===== config.mk =====
export PLATFORM = sky130hd
export DESIGN_NAME = adcc_ctrl
export DESIGN_NICKNAME = d
export VERILOG_FILES = /design/src/adcc_pkg.sv /design/src/adcc_ctrl.sv
export SDC_FILE = /design/constraint.sdc
export NUM_CORES = 1
export LEC_CHECK = 0
export ABC_AREA = 1
export BUFFER_PORTS_ARGS = -buffer_cell sky130_fd_sc_hd__buf_2
export CORE_ASPECT_RATIO = 0.8
export CORE_MARGIN = 2
export CORE_UTILIZATION = 40
export CTS_CLUSTER_DIAMETER = 40
export DETAILED_ROUTE_END_ITERATION = 8
export GPL_TIMING_DRIVEN = 0
export SYNTH_ARGS = -nofsm -noshare
export SYNTH_HDL_FRONTEND = slang
export SYNTH_SLANG_ARGS = --single-unit

===== constraint.sdc =====
create_clock -name clk -period 2.7 [get_ports clk]
set_input_delay 0.27 -clock clk [delete_from_list [all_inputs] [get_ports clk]]
set_output_delay 0.27 -clock clk [all_outputs]
set_load 0.005 [all_outputs]

===== src/adcc_pkg.sv =====
// Constants shared by the A/D command and scan control block.
// Assumes a 100 MHz system clock and an 8-bit I/O byte port.
package adcc_pkg;
  localparam logic [1:0] OFS_CMD_DATA  = 2'h0;
  localparam logic [1:0] OFS_DATA_HIGH = 2'h1;
  localparam logic [1:0] OFS_CHANNEL   = 2'h2;
  localparam logic [1:0] OFS_SETUP     = 2'h3;
  localparam int BIT_CONV_TRIGGER   = 7;
  localparam int BIT_BOARD_RESET    = 6;
  localparam int BIT_DAC_RESET      = 5;
  localparam int BIT_BUFFER_CLEAR   = 4;
  localparam int BIT_DMA_CLEAR      = 3;
  localparam int BIT_TIMER_CLEAR    = 2;
  localparam int BIT_DIO_CLEAR      = 1;
  localparam int BIT_ANALOG_CLEAR   = 0;
  localparam int BIT_SWEEP          = 2;
  localparam logic [7:0] RESET_BYTE = 8'h00;
  localparam logic [5:0] RESET_DEPTH = 6'h00;
  localparam int CLK_MHZ            = 100;
  localparam int SETTLE_US          = 10;
  localparam int SETTLE_CYCLES      = SETTLE_US * CLK_MHZ;
  localparam logic [9:0] SETTLE_LOAD = 10'(SETTLE_CYCLES);
endpackage


===== src/adcc_ctrl.sv =====
// A/D command register, result bytes, channel scan range, gain and scan setup.
// Assumes a host byte port synchronous to clk and a converter with start/done.
// Summary of operation
// Command bits are self-clearing triggers; several may fire in one write.
// Bit7 start, 6 board reset, 5 dac reset, 4 fifo clear, 3..0 request clears.
// Software start raises conversion active until the result is ready.
// With analog interrupt enabled, start command ignored; selected source triggers.
// Board reset zeroes registers, ports to input, stops activity, keeps dac.
// Dac reset returns outputs to mid or zero scale per config input.
// Fifo clear sets sample count to zero.
// Each request clear bit resets only its own request flag.
// Requests stay set until cleared by software.
// Result low byte at offset 0, high byte at offset 1.
// Writes to offset 1 do nothing.
// Channel register: upper bound bits 7-4, lower bound bits 3-0.
// Software keeps upper bound not below lower bound.
// Channel write loads current channel with lower bound; a result taken in the same cycle advances it instead.
// Channel or gain write raises settling wait for 10 us.
// Settling wait timed from the most recent such write.
// Channel advances after each conversion, wrapping to lower bound.
// Channel register reads back last written value.
// Scan mode converts every channel in range; active whole scan.
// Single mode converts current channel only, then advances.
// Gain code bits 1-0 of offset 3, scan enable bit 2.
// Unused readable bits return zero.
// Trigger select: 0 timer output, 1 external trigger, when interrupts on.
// Status reports active, settling, mode, overflow, scan and gain.
// Settling counter runs on clk and reloads on each channel or setup write.
`timescale 1ns/1ps
`default_nettype none
module adcc_ctrl (
  // Clock and reset
  input  wire logic       clk,
  input  wire logic       nrst,
  // Host byte port
  input  wire logic [1:0] addr,
  input  wire logic [7:0] wdata,
  input  wire logic       wr,
  input  wire logic       rd,
  output logic      [7:0] rdata,
  // Shared controls from the interrupt and counter registers
  input  wire logic       analog_irq_enable,
  input  wire logic       trigger_source_select,
  input  wire logic       timer0_tick,
  input  wire logic       ext_trigger_pin,
  input  wire logic       ended_mode_flag,
  input  wire logic       dac_midscale_cfg,
  input  wire logic       dac_busy,
  input  wire logic       fifo_overflow,
  // Request sources set by neighbouring circuits
  input  wire logic [3:0] request_set,
  // Converter handshake
  input  wire logic       conv_done,
  input  wire logic [15:0] conv_result,
  output logic            conv_start,
  output logic      [3:0] current_channel,
  output logic      [1:0] input_gain_sel,
  // Side effects toward neighbours
  output logic      [3:0] request_flags,
  output logic      [5:0] sample_count,
  output logic            board_reset_cmd,
  output logic            dac_reset_cmd,
  output logic            dac_reset_midscale,
  output logic            conversion_active,
  output logic            settling_wait
);
  logic [1:0] rst_sync;
  logic       rst_n;
  logic [1:0] ext_sync;
  logic       ext_prev;
  logic [15:0] sample;
  logic [7:0]  chan_reg;
  logic        sweep_mode_on;
  logic [9:0]  settle_cnt;
  logic        sweep_last;
  logic [15:0] next_sample;
  logic [7:0]  next_chan_reg;
  logic [3:0]  next_channel;
  logic [1:0]  next_gain;
  logic        next_sweep;
  logic [9:0]  next_settle_cnt;
  logic        next_active;
  logic        next_start;
  logic [3:0]  next_requests;
  logic [5:0]  next_count;
  logic        next_board_reset;
  logic        next_dac_reset;
  logic        next_midscale;
  logic        next_sweep_last;
  logic [7:0]  next_rdata;
  logic [7:0]  cmd;
  logic        hw_trigger;
  logic        trigger;
  logic [3:0]  upper_channel_bound;
  logic [3:0]  lower_channel_bound;
  logic [1:0]  mid_sync;
  logic [1:0]  sd_sync;
  logic [1:0]  next_ext_sync;
  logic        next_ext_prev;
  logic [1:0]  next_mid_sync;
  logic [1:0]  next_sd_sync;
  logic        next_settling;
  logic        chan_write;
  logic        setup_write;
  logic        board_reset_req;
  logic        conv_taken;

  function automatic logic [3:0] adcc_advance(input logic [3:0] ch, input logic [3:0] lo,
                                                input logic [3:0] hi);
    adcc_advance = (ch == hi) ? lo : 4'(ch + 4'h1);
  endfunction

  // Reset release through two flip-flops.
  always_ff @(posedge clk or negedge nrst) begin
    if (!nrst) begin
      rst_sync <= 2'b00;
    end else begin
      rst_sync <= {rst_sync[0], 1'b1};
    end
  end
  assign rst_n = rst_sync[1];

  assign upper_channel_bound = chan_reg[7:4];
  assign lower_channel_bound = chan_reg[3:0];
  assign cmd = (wr && addr == adcc_pkg::OFS_CMD_DATA) ? wdata : adcc_pkg::RESET_BYTE;
  // Hardware trigger source when interrupts are enabled; edge of the synchronised pin.
  assign hw_trigger = analog_irq_enable &&
                      (trigger_source_select ? (ext_sync[1] && !ext_prev) : timer0_tick);
  assign trigger = analog_irq_enable ? hw_trigger : cmd[adcc_pkg::BIT_CONV_TRIGGER];
  assign chan_write      = wr && addr == adcc_pkg::OFS_CHANNEL;
  assign setup_write     = wr && addr == adcc_pkg::OFS_SETUP;
  assign board_reset_req = cmd[adcc_pkg::BIT_BOARD_RESET];
  assign conv_taken      = conversion_active && conv_done;

  // Pin-side inputs pass two flip-flops before any logic reads them.
  always_comb begin
    next_ext_sync = {ext_sync[0], ext_trigger_pin};
    next_ext_prev = ext_sync[1];
    next_mid_sync = {mid_sync[0], dac_midscale_cfg};
    next_sd_sync  = {sd_sync[0], ended_mode_flag};
  end

  always_ff @(posedge clk or negedge rst_n) begin
    if (!rst_n) begin
      ext_sync <= 2'b00;
      ext_prev <= 1'b0;
      mid_sync <= 2'b00;
      sd_sync  <= 2'b00;
    end else begin
      ext_sync <= next_ext_sync;
      ext_prev <= next_ext_prev;
      mid_sync <= next_mid_sync;
      sd_sync  <= next_sd_sync;
    end
  end

  // Channel range, gain, scan enable and the settling counter.
  always_comb begin
    next_chan_reg   = chan_reg;
    next_gain       = input_gain_sel;
    next_sweep      = sweep_mode_on;
    next_settle_cnt = (settle_cnt != 10'h000) ? 10'(settle_cnt - 10'h001) : settle_cnt;
    if (chan_write) begin
      next_chan_reg   = wdata;
      next_settle_cnt = adcc_pkg::SETTLE_LOAD;
    end
    if (setup_write) begin
      next_gain       = wdata[1:0];
      next_sweep      = wdata[adcc_pkg::BIT_SWEEP];
      next_settle_cnt = adcc_pkg::SETTLE_LOAD;
    end
    if (board_reset_req) begin
      next_chan_reg   = adcc_pkg::RESET_BYTE;
      next_gain       = 2'b00;
      next_sweep      = 1'b0;
      next_settle_cnt = 10'h000;
    end
    next_settling = next_settle_cnt != 10'h000;
  end

  always_ff @(posedge clk or negedge rst_n) begin
    if (!rst_n) begin
      chan_reg       <= adcc_pkg::RESET_BYTE;
      input_gain_sel <= 2'b00;
      sweep_mode_on  <= 1'b0;
      settle_cnt     <= 10'h000;
      settling_wait  <= 1'b0;
    end else begin
      chan_reg       <= next_chan_reg;
      input_gain_sel <= next_gain;
      sweep_mode_on  <= next_sweep;
      settle_cnt     <= next_settle_cnt;
      settling_wait  <= next_settling;
    end
  end

  // Conversion sequencing: start pulse, scan progress, channel pointer and result.
  always_comb begin
    next_sample     = sample;
    next_channel    = current_channel;
    next_active     = conversion_active;
    next_start      = 1'b0;
    next_sweep_last = sweep_last;
    next_count      = sample_count;
    if (chan_write) begin
      next_channel = wdata[3:0];
    end
    if (!conversion_active && trigger) begin
      next_active     = 1'b1;
      next_start      = 1'b1;
      next_sweep_last = !sweep_mode_on || (current_channel == upper_channel_bound);
    end else if (conv_taken) begin
      next_sample  = conv_result;
      next_channel = adcc_advance(current_channel, lower_channel_bound,
                                  upper_channel_bound);
      if (sweep_last) begin
        next_active = 1'b0;
      end else begin
        next_start      = 1'b1;
        next_sweep_last = (next_channel == upper_channel_bound);
      end
    end
    if (cmd[adcc_pkg::BIT_BUFFER_CLEAR]) begin
      next_count = adcc_pkg::RESET_DEPTH;
    end else if (conv_taken && sample_count != 6'h3f) begin
      next_count = 6'(sample_count + 6'h01);
    end
    if (board_reset_req) begin
      next_sample     = 16'h0000;
      next_channel    = 4'h0;
      next_active     = 1'b0;
      next_start      = 1'b0;
      next_count      = adcc_pkg::RESET_DEPTH;
      next_sweep_last = 1'b0;
    end
  end

  always_ff @(posedge clk or negedge rst_n) begin
    if (!rst_n) begin
      sample            <= 16'h0000;
      current_channel   <= 4'h0;
      conversion_active <= 1'b0;
      conv_start        <= 1'b0;
      sweep_last        <= 1'b0;
      sample_count      <= adcc_pkg::RESET_DEPTH;
    end else begin
      sample            <= next_sample;
      current_channel   <= next_channel;
      conversion_active <= next_active;
      conv_start        <= next_start;
      sweep_last        <= next_sweep_last;
      sample_count      <= next_count;
    end
  end

  // Request flags: clear bits act per flag, and a same-cycle set wins.
  always_comb begin
    next_requests = (request_flags & ~cmd[3:0]) | request_set;
    if (board_reset_req) begin
      next_requests = 4'h0;
    end
  end

  always_ff @(posedge clk or negedge rst_n) begin
    if (!rst_n) begin
      request_flags <= 4'h0;
    end else begin
      request_flags <= next_requests;
    end
  end

  // One-cycle command pulses and the synchronised midscale level toward the neighbouring circuits.
  always_comb begin
    next_board_reset = board_reset_req;
    next_dac_reset   = cmd[adcc_pkg::BIT_DAC_RESET];
    next_midscale    = mid_sync[1];
  end

  always_ff @(posedge clk or negedge rst_n) begin
    if (!rst_n) begin
      board_reset_cmd    <= 1'b0;
      dac_reset_cmd      <= 1'b0;
      dac_reset_midscale <= 1'b0;
    end else begin
      board_reset_cmd    <= next_board_reset;
      dac_reset_cmd      <= next_dac_reset;
      dac_reset_midscale <= next_midscale;
    end
  end

  // Read mux; offset 1 writes fall through untouched.
  always_comb begin
    case (addr)
      adcc_pkg::OFS_CMD_DATA:  next_rdata = sample[7:0];
      adcc_pkg::OFS_DATA_HIGH: next_rdata = sample[15:8];
      adcc_pkg::OFS_CHANNEL:   next_rdata = chan_reg;
      adcc_pkg::OFS_SETUP:     next_rdata = {conversion_active, sd_sync[1],
                                             settling_wait, dac_busy, fifo_overflow,
                                             sweep_mode_on, input_gain_sel};
      default:                 next_rdata = 8'h00;
    endcase
    if (!rd) begin
      next_rdata = rdata;
    end
  end

  always_ff @(posedge clk or negedge rst_n) begin
    if (!rst_n) begin
      rdata <= adcc_pkg::RESET_BYTE;
    end else begin
      rdata <= next_rdata;
    end
  end
endmodule // adcc_ctrl
`default_nettype wire


==> results summary <==
In this run the mean area of a mapped cell was 8.68 µm². The sequential share of power is 0.409. Max-cap violations in this run came to 0.

Dividing the final minimum period by the clock period gives 0.711. After detailed routing, the average wire length per cell comes to 14.5 µm. The via count of the routed design is 3089.

The combined global-route utilization of all metal layers came out at 0.194. The number of placed cells counting well taps is between 600 and 700. The switching power of the nets is approximately 1500 µW. The register with the highest flop count is sample.

The total overflow left after global routing is 0. When the netlist entered floorplanning its net count stood at 466. The wire length of the first global-routing pass came out at 14.8 mm. Static timing analysis puts the maximum clock frequency at 521 MHz. Setup violations remaining at the end of the flow were counted as 0.

The total number of yosys warnings is 0. Power spread over the standard cell area amounts to 939 mW/mm². The critical path startpoint category is a flip-flop.

STA puts the critical path data required time at 2.91 ns. The number of buffers added on ports came out at 72. The detailed-placement wirelength estimate is 6.73 mm. The quantity of gates resized following cts is 0. For the pin with the worst max-slew slack, the measured transition is around 0.50 ns. The leakage power summed over all cells came out at ~0.0023 µW. The via count of the first global-routing pass was approximately 2900. In the final layout, the registers with the most flip-flops are sample: 16 flops, settle_cnt: 10 flops. The flow ran to the end, and the final reports show no timing, DRC or antenna violations. The detailed router's first-iteration violation count came out at 130. The filler cells instantiated in the layout total around 880.

The final hold violation count came out at 0. After the last flow step, the layout net total stands at about 550. The critical setup path kind is reg2reg. The library cell occupying the most area in the post-synthesis netlist is dfrtp_1. The number of standard-cell rows in the floorplan is 31. The clock edge transition at the registers on the reported setup and hold paths is ~0.05 ns. Sorting the synthesized cells by area gives the leading types as dfrtp_1 (51%), nand2_1 (8.9%), inv_1 (6.5%). The proportion of register bits with asynchronous set or reset after synthesis is 1.00. The deepest clock path buffer count is 2. The number of nets still failing antenna checks after routing came out at 0. The clock sink count is 75. The final cell count without fillers came out at 625. The post-CTS repair timing setup buffer count came out at 0. The cell at the root of the clock tree is clkbuf_16. Using the TritonRoute via totals, the vias-per-cell ratio works out to around 4.9. The floorplan die height came out at slightly below 90 µm.

The number of synthesized flops with an enable pin is 0. The number of buffers inserted during clock tree synthesis came out at 9. The DRC violations left is 0. The type of the most critical hold path is in2reg. The number of antenna violations at the first check in global routing came out at 0. The setup skew after layout came out at 0.00965 ns. The commonest cells after synthesis are nand2_1 (86), dfrtp_1 (75), inv_1 (63). TritonCTS built the clock tree. The share of synthesized area occupied by flip-flops and latches is 0.515. The number of top-level pins came out at 73.

The H-tree was split into 3 levels. The largest individual stage delay along the critical path comes from the cell dfrtp_1. The cell repeated most along the worst path is nand2_1. The relative contribution of combinational cells to total power is 0.326. The relative slew slack is 0.665. The share of total power dissipated in the clock network is 0.265. The top flip-flop cell by instance count after synthesis is dfrtp_1. The ratio of cells with drive above 1 in the final layout came out at 0.263. The largest stage delay on the critical path came out at 0.37 ns. The area growth from synthesis to layout is 22.5%.

Setup repair after global routing left no endpoint under its margin. The number of search-and-repair iterations in the first detailed-routing pass came out at 4. The pin count of the biggest net entering global routing is 52. The area share of the leading cell type in the synthesized netlist is 0.515. The final weighted congestion in routability-driven placement came out at 0.892. The peak fanout along the critical path came out at 9. The shortest clock period the worst path allows after layout came out at 1.92 ns. The initial utilization of the core area, before any placement, comes to 0.407. The most critical setup path has its startpoint at settle_cnt[0]. The total wire length after detailed routing is 9.04 mm. The arrival time at the worst endpoint came out at 2.13 ns.

The startpoint of the lowest-slack register-to-register path is settle_cnt[0]. The clock latency at the later pin of the worst-skew pair is 0.34 ns. The overall power of the completed layout came out at 4190 µW. The area of the mapped netlist is 0.00365 mm². The register with the most flip-flops in the layout has 16 of them. The floorplan step defined a core boundary enclosing 0.00896 mm². The worst ir drop on vdd is 0.402 mV. The die footprint came out at about 0.01 mm². The internal power came out at 2700 µW.

The floorplan step set the die width to about 110 µm. The worst setup path is captured at a flip-flop. Traced cell by cell, the critical path runs through inv_1 -> ha_1 -> nand2_1 -> nor2_1 -> nand2_2 -> nand2_1 -> nand2_1 -> o21ai_1 -> nand2_1 -> nor2_1 -> nand3_1. The switching power as a share of total power is 0.356. nand2_1 is the most common cell in the netlist.

The repair_antennas step left the layout with diodes totalling 0. After synthesis the netlist holds a flip-flop and latch count of 75. The post-synthesis cell type count came out at 35. The cell count after synthesis is 420. In this run the most critical hold path is launched from ext_trigger_pin.

The number of max-slew violations in the final report is 0.
## worst paths after layout
check	to	slack [ns]	depth (start not counted)
setup / recovery	settling_wait	0.78	11
hold / removal	ext_sync[0]	0.04	1
setup reg to reg	settling_wait	0.78	11
hold reg to reg	request_flags[0]	0.23	0
max in group asynchronous	sample_count[5]	1.92	1
min in group asynchronous	request_flags[0]	0.23	0
## cell usage in the layout (no fill, tap or decap), types with 3 or more instances in the layout
cell and count:
nand2_1 86, buf_2 75, dfrtp_1 74, inv_1 63, nand3_1 31, nor2_1 28, a21oi_1 22, inv_2 15
o21ai_0 15, a22oi_2 10, clkbuf_16 9, o21ai_1 8, o22ai_1 7, a22oi_1 6, a41oi_1 5, nor2_4 4
nand2_2 4, clkbuf_1 4, nand2_4 3, o21bai_1 3, nor3_1 3, a221oi_1 3, ha_1 3
## timing repair
item | in CTS | in global routing
endpoints found under the setup margin | 0 | 0
hold buffers | 1 | 0
hold endpoints to repair | 2 | 0
## worst max-delay path: cells and delay by family (launching register included)
family                     cells  cell delay (ns)
DFF                            1             0.37
AOI/OAI and AO/OA              1             0.17
and+or+nand+nor                8             0.93
buffers and inverters          1             0.09
adders and majority gates      1             0.23
## logic make-up after synthesis
family / count (synthesis) / share of synthesized area
adders and majority gates: 3 / 0.0103
buffers and inverters: 84 / 0.0916
AOI/OAI and AO/OA: 88 / 0.167
other: 1 / 0.00103
DFF: 75 / 0.515
xor gates and xnor gates: 4 / 0.00961
and+or+nand+nor: 165 / 0.205
## power by group through the flow
stage / Combinational [µW] / Sequential [µW] / Clock [µW]
2_1_floorplan: 984 / 1690 / 0
3_3_place_gp: 1320 / 1740 / 0
3_5_place_dp: 1360 / 1740 / 0
4_1_cts: 1380 / 1720 / 1130
5_1_grt: 1550 / 1760 / 1200
6_report: 1370 / 1720 / 1110
## metal layers
layer	part of all wire	global-route usage	wire length (µm)
met2	0.47	0.308	4220
met4	0.013	0.0614	116
met5	0	0	0
met1	0.47	0.262	4250
met3	0.051	0.0522	458
## stage by stage
step / utilization / hold WS (ns) / setup WS (ns) / TNS (ns) / area, µm²
final: 0.498 / 0.0419 / 0.780 / 0 / 4470
after CTS: 0.498 / 0.0308 / 0.780 / 0 / 4470
after global routing: 0.498 / 0.0346 / 0.612 / 0 / 4470
after detailed placement: 0.467 / 0.0572 / 0.798 / 0 / 4180
after global placement: 0.463 / 0.0552 / -0.514 / -37.23 / 4150
after floorplan: - / -0.0256 / 0.457 / 0 / 3650
## layout make-up
type	instances	area, µm²	area share
Multi-Input combinational cell	261	1440	0.321
Timing Repair Buffer	74	398	0.0891
Clock buffer	14	264	0.0591
Tap cell	115	144	0.0322
Buffer	6	41.3	0.00925
Clock inverter	2	10.0	0.00224
Sequential cell	75	1880	0.421
Inverter	78	293	0.0656
(Power assumes the default switching activity.)
